## config.mk

```make
export PLATFORM = sky130hd
export DESIGN_NAME = pdw_top
export DESIGN_NICKNAME = d
export VERILOG_FILES = /design/src/core/pdw_pkg.sv /design/src/core/pdw_gate_if.sv /design/src/core/pdw_clk_gate.sv /design/src/core/pdw_top.sv
export SDC_FILE = /design/constraint.sdc
export NUM_CORES = 1
export LEC_CHECK = 0
export ABC_CLOCK_PERIOD_IN_PS = 2650
export BUFFER_PORTS_ARGS = -buffer_cell sky130_fd_sc_hd__buf_2
export CORE_MARGIN = 1
export CORE_UTILIZATION = 54
export DETAILED_ROUTE_END_ITERATION = 12
export PLACE_DENSITY = 0.79
export SYNTH_ARGS = -nofsm -noshare
export SYNTH_HDL_FRONTEND = slang
export SYNTH_SLANG_ARGS = --single-unit
```

## constraint.sdc

```tcl
create_clock -name ref_clk -period 2.65 [get_ports ref_clk]
set_clock_uncertainty 0.05 [all_clocks]
set_input_delay 0.265 -clock ref_clk [delete_from_list [all_inputs] [get_ports ref_clk]]
set_output_delay 0.265 -clock ref_clk [all_outputs]
set_load 0.005 [all_outputs]
```

## src/core/pdw_pkg.sv

```systemverilog
// power-down / wake-up control: shared constants, field layout, types
// assumes a 20 MHz reference clock and a 32-bit register bus
package pdw_pkg;

	// ----------------------------------------------------------------
	// bus geometry and clock gate count
	// ----------------------------------------------------------------
	localparam int          ADDR_W       = 6;
	localparam int          DATA_W       = 32;
	localparam int          GATE_N       = 4;

	// ----------------------------------------------------------------
	// register byte offsets
	// ----------------------------------------------------------------
	localparam logic [5:0]  OFS_FER      = 6'h00; // function_enable_reg
	localparam logic [5:0]  OFS_PTR      = 6'h04; // power_and_test_reg
	localparam logic [5:0]  OFS_FCR      = 6'h08; // function_control_reg
	localparam logic [5:0]  OFS_PCR      = 6'h0c; // printer_control_reg
	localparam logic [5:0]  OFS_PMC      = 6'h10; // pin_tristate_control_reg
	localparam logic [5:0]  OFS_STATUS   = 6'h14; // power state, read only
	localparam logic [5:0]  OFS_FDC_CMD  = 6'h18; // floppy mode command
	localparam logic [5:0]  OFS_MSR      = 6'h1c; // floppy_main_status_reg
	localparam logic [5:0]  OFS_DSR      = 6'h20; // floppy data-rate select
	localparam logic [5:0]  OFS_DOR      = 6'h24; // floppy_digital_output_reg
	localparam logic [5:0]  OFS_FIFO     = 6'h28; // floppy data register

	// ----------------------------------------------------------------
	// field positions
	// ----------------------------------------------------------------
	localparam int          FER_PAR      = 0;
	localparam int          FER_UART1    = 1;
	localparam int          FER_UART2    = 2;
	localparam int          FER_FDC      = 3;
	localparam int          FER_IDE      = 6;
	localparam int          PTR_POWER_DOWN_PIN     = 0;
	localparam int          PTR_CLKSTOP  = 1;
	localparam int          PTR_PINOPT   = 2;
	localparam int          FCR_PINSEL   = 6;
	localparam int          PCR_PPBIT    = 2;
	localparam logic [7:0]  PMC_MASK     = 8'h47;
	localparam int          DSR_SWRST    = 7;
	localparam int          DSR_LOWPWR   = 6;
	localparam int          DOR_RESET    = 2;
	localparam int          MSR_RQM      = 7;
	localparam int          CMD_LOWPWR   = 0;
	localparam int          G_FDC        = 0;
	localparam int          G_UART1      = 1;
	localparam int          G_UART2      = 2;
	localparam int          G_ECP        = 3;

	// ----------------------------------------------------------------
	// reset values and strap codes
	// ----------------------------------------------------------------
	localparam logic [7:0]  FER_RST      = 8'h4f;
	localparam logic [7:0]  PTR_RST      = 8'h00;
	localparam logic [7:0]  FCR_RST      = 8'h00;
	localparam logic [7:0]  PCR_RST      = 8'h00;
	localparam logic [7:0]  PMC_RST      = 8'h00;
	localparam logic [7:0]  DOR_RST      = 8'h00;
	localparam logic [4:0]  STRAP_MODE2  = 5'h01;
	localparam logic [4:0]  STRAP_MODE4  = 5'h02;

	// ----------------------------------------------------------------
	// timing
	// ----------------------------------------------------------------
	localparam int          STAB_TIME_US = 8000;
	localparam int          CLK_KHZ      = 20000;
	localparam int          STAB_CYCLES  = STAB_TIME_US * CLK_KHZ / 1000;

	// whole-chip power-down modes: {osc running, pins driven}
	typedef enum logic [1:0] {
		PDW_STOP_TRI = 2'b00,
		PDW_STOP_DRV = 2'b01,
		PDW_RUN_TRI  = 2'b10,
		PDW_RUN_DRV  = 2'b11
	} pdw_mode_t;

	// pin control bits all equal to the given value
	function automatic logic pdw_pmc_all(input logic [7:0] v, input logic val);
		pdw_pmc_all = ((v & PMC_MASK) == (val ? PMC_MASK : 8'h00));
	endfunction : pdw_pmc_all

endpackage : pdw_pkg

```

## src/core/pdw_gate_if.sv

```systemverilog
// clock gate requests and enables between control and gate cells
// assumes both ends share one reference clock
`timescale 1ns/1ps
`default_nettype none
interface pdw_gate_if #(parameter int N = 4);
	logic [N-1:0] req;
	logic [N-1:0] en;
	modport ctl  (output req, input en);
	modport gate (input req, output en);
endinterface : pdw_gate_if
`default_nettype wire

```

## src/core/pdw_clk_gate.sv

```systemverilog
// module clock gate enables, switched on the low clock phase
// assumes downstream ANDs each enable with the reference clock
`timescale 1ns/1ps
`default_nettype none
module pdw_clk_gate (
	// clock and reset
	input  wire logic ref_clk,
	input  wire logic arst_n,
	// request in, enable out
	pdw_gate_if.gate  g
);
	// ----------------------------------------------------------------
	// per-module enable flops
	// ----------------------------------------------------------------
	genvar i;
	generate
		for (i = 0; i < $bits(g.req); i++) begin : g_gate
			always_ff @(negedge ref_clk or negedge arst_n) begin
				if (!arst_n) begin
					g.en[i] <= 1'b0;
				end else begin
					g.en[i] <= g.req[i];
				end
			end
		end
	endgenerate
endmodule : pdw_clk_gate
`default_nettype wire

```

## src/core/pdw_top.sv

```systemverilog
// power-down and wake-up control with an Avalon-MM register slave
// assumes synchronous pins and a single 20 MHz reference clock
//
// The register addresses and register access over Avalon-MM were decided locally.
`timescale 1ns/1ps
`default_nettype none
module pdw_top import pdw_pkg::*; #(
	parameter int STAB_CYC = STAB_CYCLES
) (
	// clock and reset
	input  wire logic              ref_clk,
	input  wire logic              arst_n,
	// avalon-mm slave
	input  wire logic [ADDR_W-1:0] avs_address,
	input  wire logic              avs_read,
	input  wire logic              avs_write,
	input  wire logic [DATA_W-1:0] avs_writedata,
	input  wire logic [3:0]        avs_byteenable,
	output logic      [DATA_W-1:0] avs_readdata,
	output logic                   avs_waitrequest,
	// pins
	input  wire logic              shared_chipsel_powerdown_pin_n,
	input  wire logic [4:0]        strap_config_inputs,
	// whole-chip state
	output logic                   chip_pd,
	output logic                   osc_stopped,
	output logic                   pins_tristate,
	output logic      [1:0]        pd_mode,
	output logic                   stab_busy,
	// module clock enables
	output logic                   fdc_clk_en,
	output logic                   uart1_clk_en,
	output logic                   uart2_clk_en,
	output logic                   ecp_clk_en
);
	localparam int STAB_W = $clog2(STAB_CYC + 1);

	logic [7:0]        fer_q, ptr_q, fcr_q, pcr_q, pmc_q, dor_q;
	logic              strap_done_q, wait_q, fdc_lp_q;
	logic [DATA_W-1:0] rdata_q;
	logic              chip_pd_q, osc_stop_q, tri_q, stab_busy_q;
	pdw_mode_t         mode_q;
	logic [STAB_W-1:0] stab_cnt_q;
	logic              acc, wr_en, rd_done, pin_pd, allow;
	logic              chip_pd_d, osc_stop_d, tri_d, request_for_master_flag, recover;
	logic [DATA_W-1:0] rdata_d;

	pdw_gate_if #(.N(GATE_N)) gate_if ();

	// ----------------------------------------------------------------
	// bus handshake
	// ----------------------------------------------------------------
	// access completes on the edge where waitrequest is low
	assign acc     = (avs_read | avs_write) & ~wait_q;
	assign wr_en   = avs_write & ~wait_q & avs_byteenable[0];
	assign rd_done = avs_read & ~wait_q;

	// one wait cycle, then one answer cycle
	always_ff @(posedge ref_clk or negedge arst_n) begin
		if (!arst_n) begin
			wait_q <= 1'b1;
		end else begin
			wait_q <= ~((avs_read | avs_write) & wait_q);
		end
	end

	// read mux, unmapped reads as zero
	always_comb begin
		rdata_d = '0;
		unique case (avs_address)
			OFS_FER:    rdata_d[7:0] = fer_q;
			OFS_PTR:    rdata_d[7:0] = ptr_q;
			OFS_FCR:    rdata_d[7:0] = fcr_q;
			OFS_PCR:    rdata_d[7:0] = pcr_q;
			OFS_PMC:    rdata_d[7:0] = pmc_q;
			OFS_DOR:    rdata_d[7:0] = dor_q;
			OFS_STATUS: rdata_d[7:0] = {fdc_lp_q, stab_busy_q, mode_q, tri_q,
				osc_stop_q, chip_pd_q, request_for_master_flag};
			OFS_MSR:    rdata_d[MSR_RQM] = request_for_master_flag;
			default:    rdata_d = '0;
		endcase
	end

	// read data captured before the answer cycle
	always_ff @(posedge ref_clk or negedge arst_n) begin
		if (!arst_n) begin
			rdata_q <= '0;
		end else if (avs_read & wait_q) begin
			rdata_q <= rdata_d;
		end
	end

	// ----------------------------------------------------------------
	// configuration registers
	// ----------------------------------------------------------------
	// straps taken one cycle after reset release
	always_ff @(posedge ref_clk or negedge arst_n) begin
		if (!arst_n) begin
			strap_done_q <= 1'b0;
		end else begin
			strap_done_q <= 1'b1;
		end
	end

	always_ff @(posedge ref_clk or negedge arst_n) begin
		if (!arst_n) begin
			ptr_q <= PTR_RST;
		end else if (!strap_done_q) begin
			if (strap_config_inputs == STRAP_MODE2) begin
				ptr_q[PTR_POWER_DOWN_PIN]    <= 1'b1;
				ptr_q[PTR_CLKSTOP] <= 1'b1;
			end else if (strap_config_inputs == STRAP_MODE4) begin
				ptr_q[PTR_POWER_DOWN_PIN] <= 1'b1;
			end
		end else if (wr_en && avs_address == OFS_PTR) begin
			ptr_q <= avs_writedata[7:0];
		end
	end

	// remaining software registers
	always_ff @(posedge ref_clk or negedge arst_n) begin
		if (!arst_n) begin
			fer_q <= FER_RST;
			fcr_q <= FCR_RST;
			pcr_q <= PCR_RST;
			pmc_q <= PMC_RST;
			dor_q <= DOR_RST;
		end else if (wr_en) begin
			if (avs_address == OFS_FER) fer_q <= avs_writedata[7:0];
			if (avs_address == OFS_FCR) fcr_q <= avs_writedata[7:0];
			if (avs_address == OFS_PCR) pcr_q <= avs_writedata[7:0];
			if (avs_address == OFS_PMC) pmc_q <= avs_writedata[7:0];
			if (avs_address == OFS_DOR) dor_q <= avs_writedata[7:0];
		end
	end

	// ----------------------------------------------------------------
	// floppy low power and recovery
	// ----------------------------------------------------------------
	// recovery triggers
	assign recover = (rd_done && (avs_address == OFS_MSR || avs_address == OFS_FIFO))
		|| (wr_en && avs_address == OFS_DSR && avs_writedata[DSR_SWRST])
		|| (wr_en && avs_address == OFS_DOR && avs_writedata[DOR_RESET]
			&& !dor_q[DOR_RESET]);

	// entry wins over recovery in the same cycle
	always_ff @(posedge ref_clk or negedge arst_n) begin
		if (!arst_n) begin
			fdc_lp_q <= 1'b0;
		end else if (wr_en && ((avs_address == OFS_FDC_CMD && avs_writedata[CMD_LOWPWR])
			|| (avs_address == OFS_DSR && avs_writedata[DSR_LOWPWR]))) begin
			fdc_lp_q <= 1'b1;
		end else if (recover && fer_q[FER_FDC] && !ptr_q[PTR_POWER_DOWN_PIN] && !pin_pd) begin
			// recovery ignores the crystal stop it is meant to end
			fdc_lp_q <= 1'b0;
		end
	end

	// ----------------------------------------------------------------
	// whole-chip power-down decode
	// ----------------------------------------------------------------
	// shared pin qualification
	assign pin_pd = ~ptr_q[PTR_PINOPT] & fcr_q[FCR_PINSEL] & ~shared_chipsel_powerdown_pin_n;
	assign chip_pd_d = ptr_q[PTR_POWER_DOWN_PIN] | pin_pd
		| (({fer_q[FER_IDE], fer_q[3:0]} == 5'h00) & ~pcr_q[PCR_PPBIT]);
	assign osc_stop_d = ptr_q[PTR_CLKSTOP] & (chip_pd_d
		| (fer_q[FER_FDC] & fdc_lp_q & pdw_pmc_all(pmc_q, 1'b0)));
	assign tri_d = chip_pd_d & pdw_pmc_all(pmc_q, 1'b1);

	always_ff @(posedge ref_clk or negedge arst_n) begin
		if (!arst_n) begin
			chip_pd_q  <= 1'b0;
			osc_stop_q <= 1'b0;
			tri_q      <= 1'b0;
			mode_q     <= PDW_RUN_DRV;
		end else begin
			chip_pd_q  <= chip_pd_d;
			osc_stop_q <= osc_stop_d;
			tri_q      <= tri_d;
			mode_q     <= pdw_mode_t'({~osc_stop_d, ~tri_d});
		end
	end

	// ----------------------------------------------------------------
	// crystal stabilisation
	// ----------------------------------------------------------------
	// restart interval
	always_ff @(posedge ref_clk or negedge arst_n) begin
		if (!arst_n) begin
			stab_busy_q <= 1'b0;
			stab_cnt_q  <= '0;
		end else if (osc_stop_d) begin
			stab_busy_q <= 1'b0;
			stab_cnt_q  <= '0;
		end else if (osc_stop_q) begin
			stab_busy_q <= 1'b1;
			stab_cnt_q  <= STAB_W'(STAB_CYC - 1);
		end else if (stab_busy_q) begin
			if (stab_cnt_q == '0) stab_busy_q <= 1'b0;
			else stab_cnt_q <= stab_cnt_q - 1'b1;
		end
	end

	assign request_for_master_flag = fdc_clk_en & ~fdc_lp_q & ~stab_busy_q;

	// ----------------------------------------------------------------
	// module clock gating
	// ----------------------------------------------------------------
	assign allow = ~ptr_q[PTR_POWER_DOWN_PIN] & ~pin_pd & ~osc_stop_q;

	assign gate_if.req[G_FDC]   = fer_q[FER_FDC] & allow & ~fdc_lp_q & ~stab_busy_q;
	assign gate_if.req[G_UART1] = fer_q[FER_UART1] & allow;
	assign gate_if.req[G_UART2] = fer_q[FER_UART2] & allow;
	assign gate_if.req[G_ECP]   = fer_q[FER_PAR] & allow;

	pdw_clk_gate u_gate (
		.ref_clk (ref_clk),
		.arst_n  (arst_n),
		.g       (gate_if.gate)
	);

	// ----------------------------------------------------------------
	// outputs
	// ----------------------------------------------------------------
	assign avs_readdata    = rdata_q;
	assign avs_waitrequest = wait_q;
	assign chip_pd         = chip_pd_q;
	assign osc_stopped     = osc_stop_q;
	assign pins_tristate   = tri_q;
	assign pd_mode         = mode_q;
	assign stab_busy       = stab_busy_q;
	assign fdc_clk_en      = gate_if.en[G_FDC];
	assign uart1_clk_en    = gate_if.en[G_UART1];
	assign uart2_clk_en    = gate_if.en[G_UART2];
	assign ecp_clk_en      = gate_if.en[G_ECP];
endmodule : pdw_top
`default_nettype wire

```

==> reports/qor.txt <==
Run status -> finished clean
Metal2 WL -> 4.659 mm
Yosys warning total -> 0
Worst hold path type -> primary input to flip-flop
Row count -> 32
WL final -> 9.479 mm
Critical Path End Type -> flip-flop
CTS Buf Count -> 9
Vias in the first global route -> 3070
Max_cap viols -> 0
GRT Overall Usage -> 23.98%
Critical Path Start Type -> flip-flop
Async S/R FF share, synth -> 100.0%
Net count reported at finish -> 482
Antenna viol nets, final -> 0
I/O pin total -> 95
CTS sink cnt -> 87
Starting density of the core -> 55.86%
Largest family of logic cells by synthesized area -> simple AND/OR/NAND/NOR gates
Synth Area in Compound Gates -> 12.75%
Proportion of layout cells with a drive suffix above 1 -> 31.57%
Worst hold endpoint -> avs_waitrequest
Number of synthesized register bits -> 87
Vias -> 3153
Die width -> 91.41 µm
Core ar. -> 7727 µm²
Post-synthesis adder-cell area fraction -> 0.2899%
Sequential area share after synthesis -> 50.67%
Clock Path Buffers -> 2
Slew @ Worst Pin -> 0.7368 ns
Dpl hpwl -> 6.679 mm
Reg2Reg Depth -> 4
CTS H-tree depth -> 3
Hold_ws -> 0.01972 ns
Crit Path Class -> flip-flop to flip-flop
Metal-1 WL -> 4.015 mm
Area grow syn2layout -> 12.03%
Initial DRC count -> 174
Worst vdd ir -> 0.0003666 V
Die height -> 91.41 µm
Hold path start -> avs_read
Clock latency on the worst-skew pair -> 0.37 ns
Mapped Area -> 4317 µm²
Clock root buffer -> clkbuf_8
Syn Inst Count -> 379
Max FO, Critical Path -> 2
Post-synthesis xor/xnor area fraction -> 2.638%
DR WL/cell -> 17.68 µm
Fin. Hold Viols -> 0
Worst R2R Start -> u_gate.g.en[0]
Mean Syn Cell Area -> 11.39 µm²
Hold path cells -> 2
Worst Path Required -> 2.84 ns
Final setup fails -> 0
Final RePlAce weighted congestion -> 0.8536
Max-slew violations -> 0
Vias/cell -> 5.882
Setup TNS -> 0 ns
Number of diodes -> 0
Arr. time, crit path -> 2.81 ns
Top Metal Used -> met4
Mux contribution to synthesized area -> 12.23%
CTS tree -> done
Slew headroom -> 50.42%
Post-synthesis simple-gate area fraction -> 14.43%
First-pass GRT wire length -> 15.27 mm
Worst R2R End -> avs_readdata[0]
Grt ovf -> 0
Setup repair bufs after CTS -> 0
Dominant synthesized flop cell -> dfrtp_1
Initial DRT Pass Iterations -> 4
LEAKAGE -> 2.272 nW
PortBufs -> 43
Largest net degree at the start of global routing -> 51
Most common cell after layout, fill and taps aside -> dfrtp_1
Drt drc -> 0
Met3 wire length -> 578 µm
Most frequent cells in the layout -> 75 x dfrtp_1, 46 x mux2_2, 42 x buf_2
R2R setup slack -> 0.03 ns
Unique masters post-synth -> 54
Pwr per Cell Area -> 692.6 nW/µm²
Clk slew on worst S/H paths -> 0.09 ns
Die area -> 8355 µm²
RSZ-0062 raised after global routing -> false
Post-synth EDFFs -> 0
Initial antenna violation count -> 0
[final cells by class]
cell class / instances / area, µm²
multi-input combinational: 265 / 1927
clock inverter: 7 / 105.1
fill: 631 / 2892
clock buffer: 9 / 123.9
timing repair buffer: 58 / 335.3
sequential: 87 / 2187
tap: 102 / 127.6
inverter: 8 / 30.03
[per-stage QoR]
step	instances	area, µm²	utilization (%)	setup WS (ns)	total power, W
floorplan	402	4403	-	0.1954	0.002109
CTS	536	4831	62.52	0.04595	0.003372
detailed placement	518	4582	59.29	0.05487	0.002319
global route	536	4836	62.58	0.03960	0.003523
global placement	518	4582	59.29	0.06980	0.002294
finish	536	4836	62.58	0.02969	0.003349
[logic make-up after synthesis]
group | count (synthesis)
xor+xnor | 13
fa+ha+maj | 1
buf+inv | 50
mux | 47
flops | 87
other cells | 2
compound gates | 78
simple gates | 101
[flip-flops by register name (all words and copies together), names as in the netlist]
signal,count
fer_q,8
dor_q,8
pmc_q,8
chip_pd,1
pcr_q,8
avs_readdata,8
strap_done_q,1
fdc_lp_q,1
stab_busy,1
pd_mode,2
ptr_q,8
pins_tristate,1
u_gate.g.en,4
stab_cnt_q,18
fcr_q,8
osc_stopped,1
avs_waitrequest,1
[cell usage after synthesis (all sizes together), types with 2 or more instances]
master | number | area [µm²]
a22oi | 3 | 22.52
o21ai | 4 | 20.02
nand4 | 2 | 18.77
nor4b | 6 | 80.08
or4 | 3 | 22.52
nor2b | 3 | 18.77
xor2 | 8 | 70.07
nor2 | 17 | 63.81
a211oi | 2 | 15.01
clkbuf | 9 | 33.78
mux2 | 46 | 518.0
and2 | 10 | 62.56
a221oi | 15 | 131.4
xnor2 | 5 | 43.79
dfstp | 8 | 210.2
buf | 33 | 230.2
o21a | 4 | 30.03
nand3 | 6 | 30.03
or2 | 4 | 25.02
and3 | 2 | 12.51
o211ai | 2 | 15.01
a31oi | 11 | 68.82
inv | 8 | 30.03
nor3 | 10 | 50.05
a22o | 8 | 70.07
a21oi | 19 | 95.09
nor3b | 4 | 30.03
dfrtn | 4 | 100.1
nor4 | 6 | 52.55
nand2 | 17 | 71.32
nand3b | 2 | 15.01
o31ai | 3 | 22.52
dfrtp | 75 | 1877
o2111ai | 2 | 17.52
or3 | 4 | 25.02
conb | 2 | 7.510
[critical path: stages, from the launching register on]
cell      delay [ns]
dfrtn_1         0.34
and2_1          0.17
a22o_1          0.18
a221oi_1        0.31
a31oi_1         0.14
[power breakdown]
part | internal, W | switching [W]
Sequential | 0.00148 | 0.000153
Clock | 0.000543 | 0.000500
Combinational | 0.000294 | 0.000380
[layer usage]
layer  track usage, %  up-vias
met3            6.030       26
met1            30.26     1552
met2            38.91      125
li1                 -     1450
met5                0        -
met4            10.85        0
[what timing repair did]
action                                  in CTS  in global routing
hold buffers                                 2                  0
endpoints found under the setup margin       0                  1
endpoints found under the hold margin       31                  0
resized for setup                            0                  1
[worst max-delay path by stage]
stage / slack [ns] / start / cells past startpoint / endpoint
2_1_floorplan: 0.20 / ptr_q[2] / 3 / u_gate.g.en[0]
3_3_place_gp: 0.07 / u_gate.g.en[0] / 4 / avs_readdata[0]
3_5_place_dp: 0.05 / u_gate.g.en[0] / 4 / avs_readdata[0]
4_1_cts: 0.05 / ptr_q[2] / 3 / u_gate.g.en[0]
5_1_grt: 0.04 / u_gate.g.en[0] / 4 / avs_readdata[0]
6_report: 0.03 / u_gate.g.en[0] / 4 / avs_readdata[0]
Note: power is estimated with default switching activity, not from simulation.
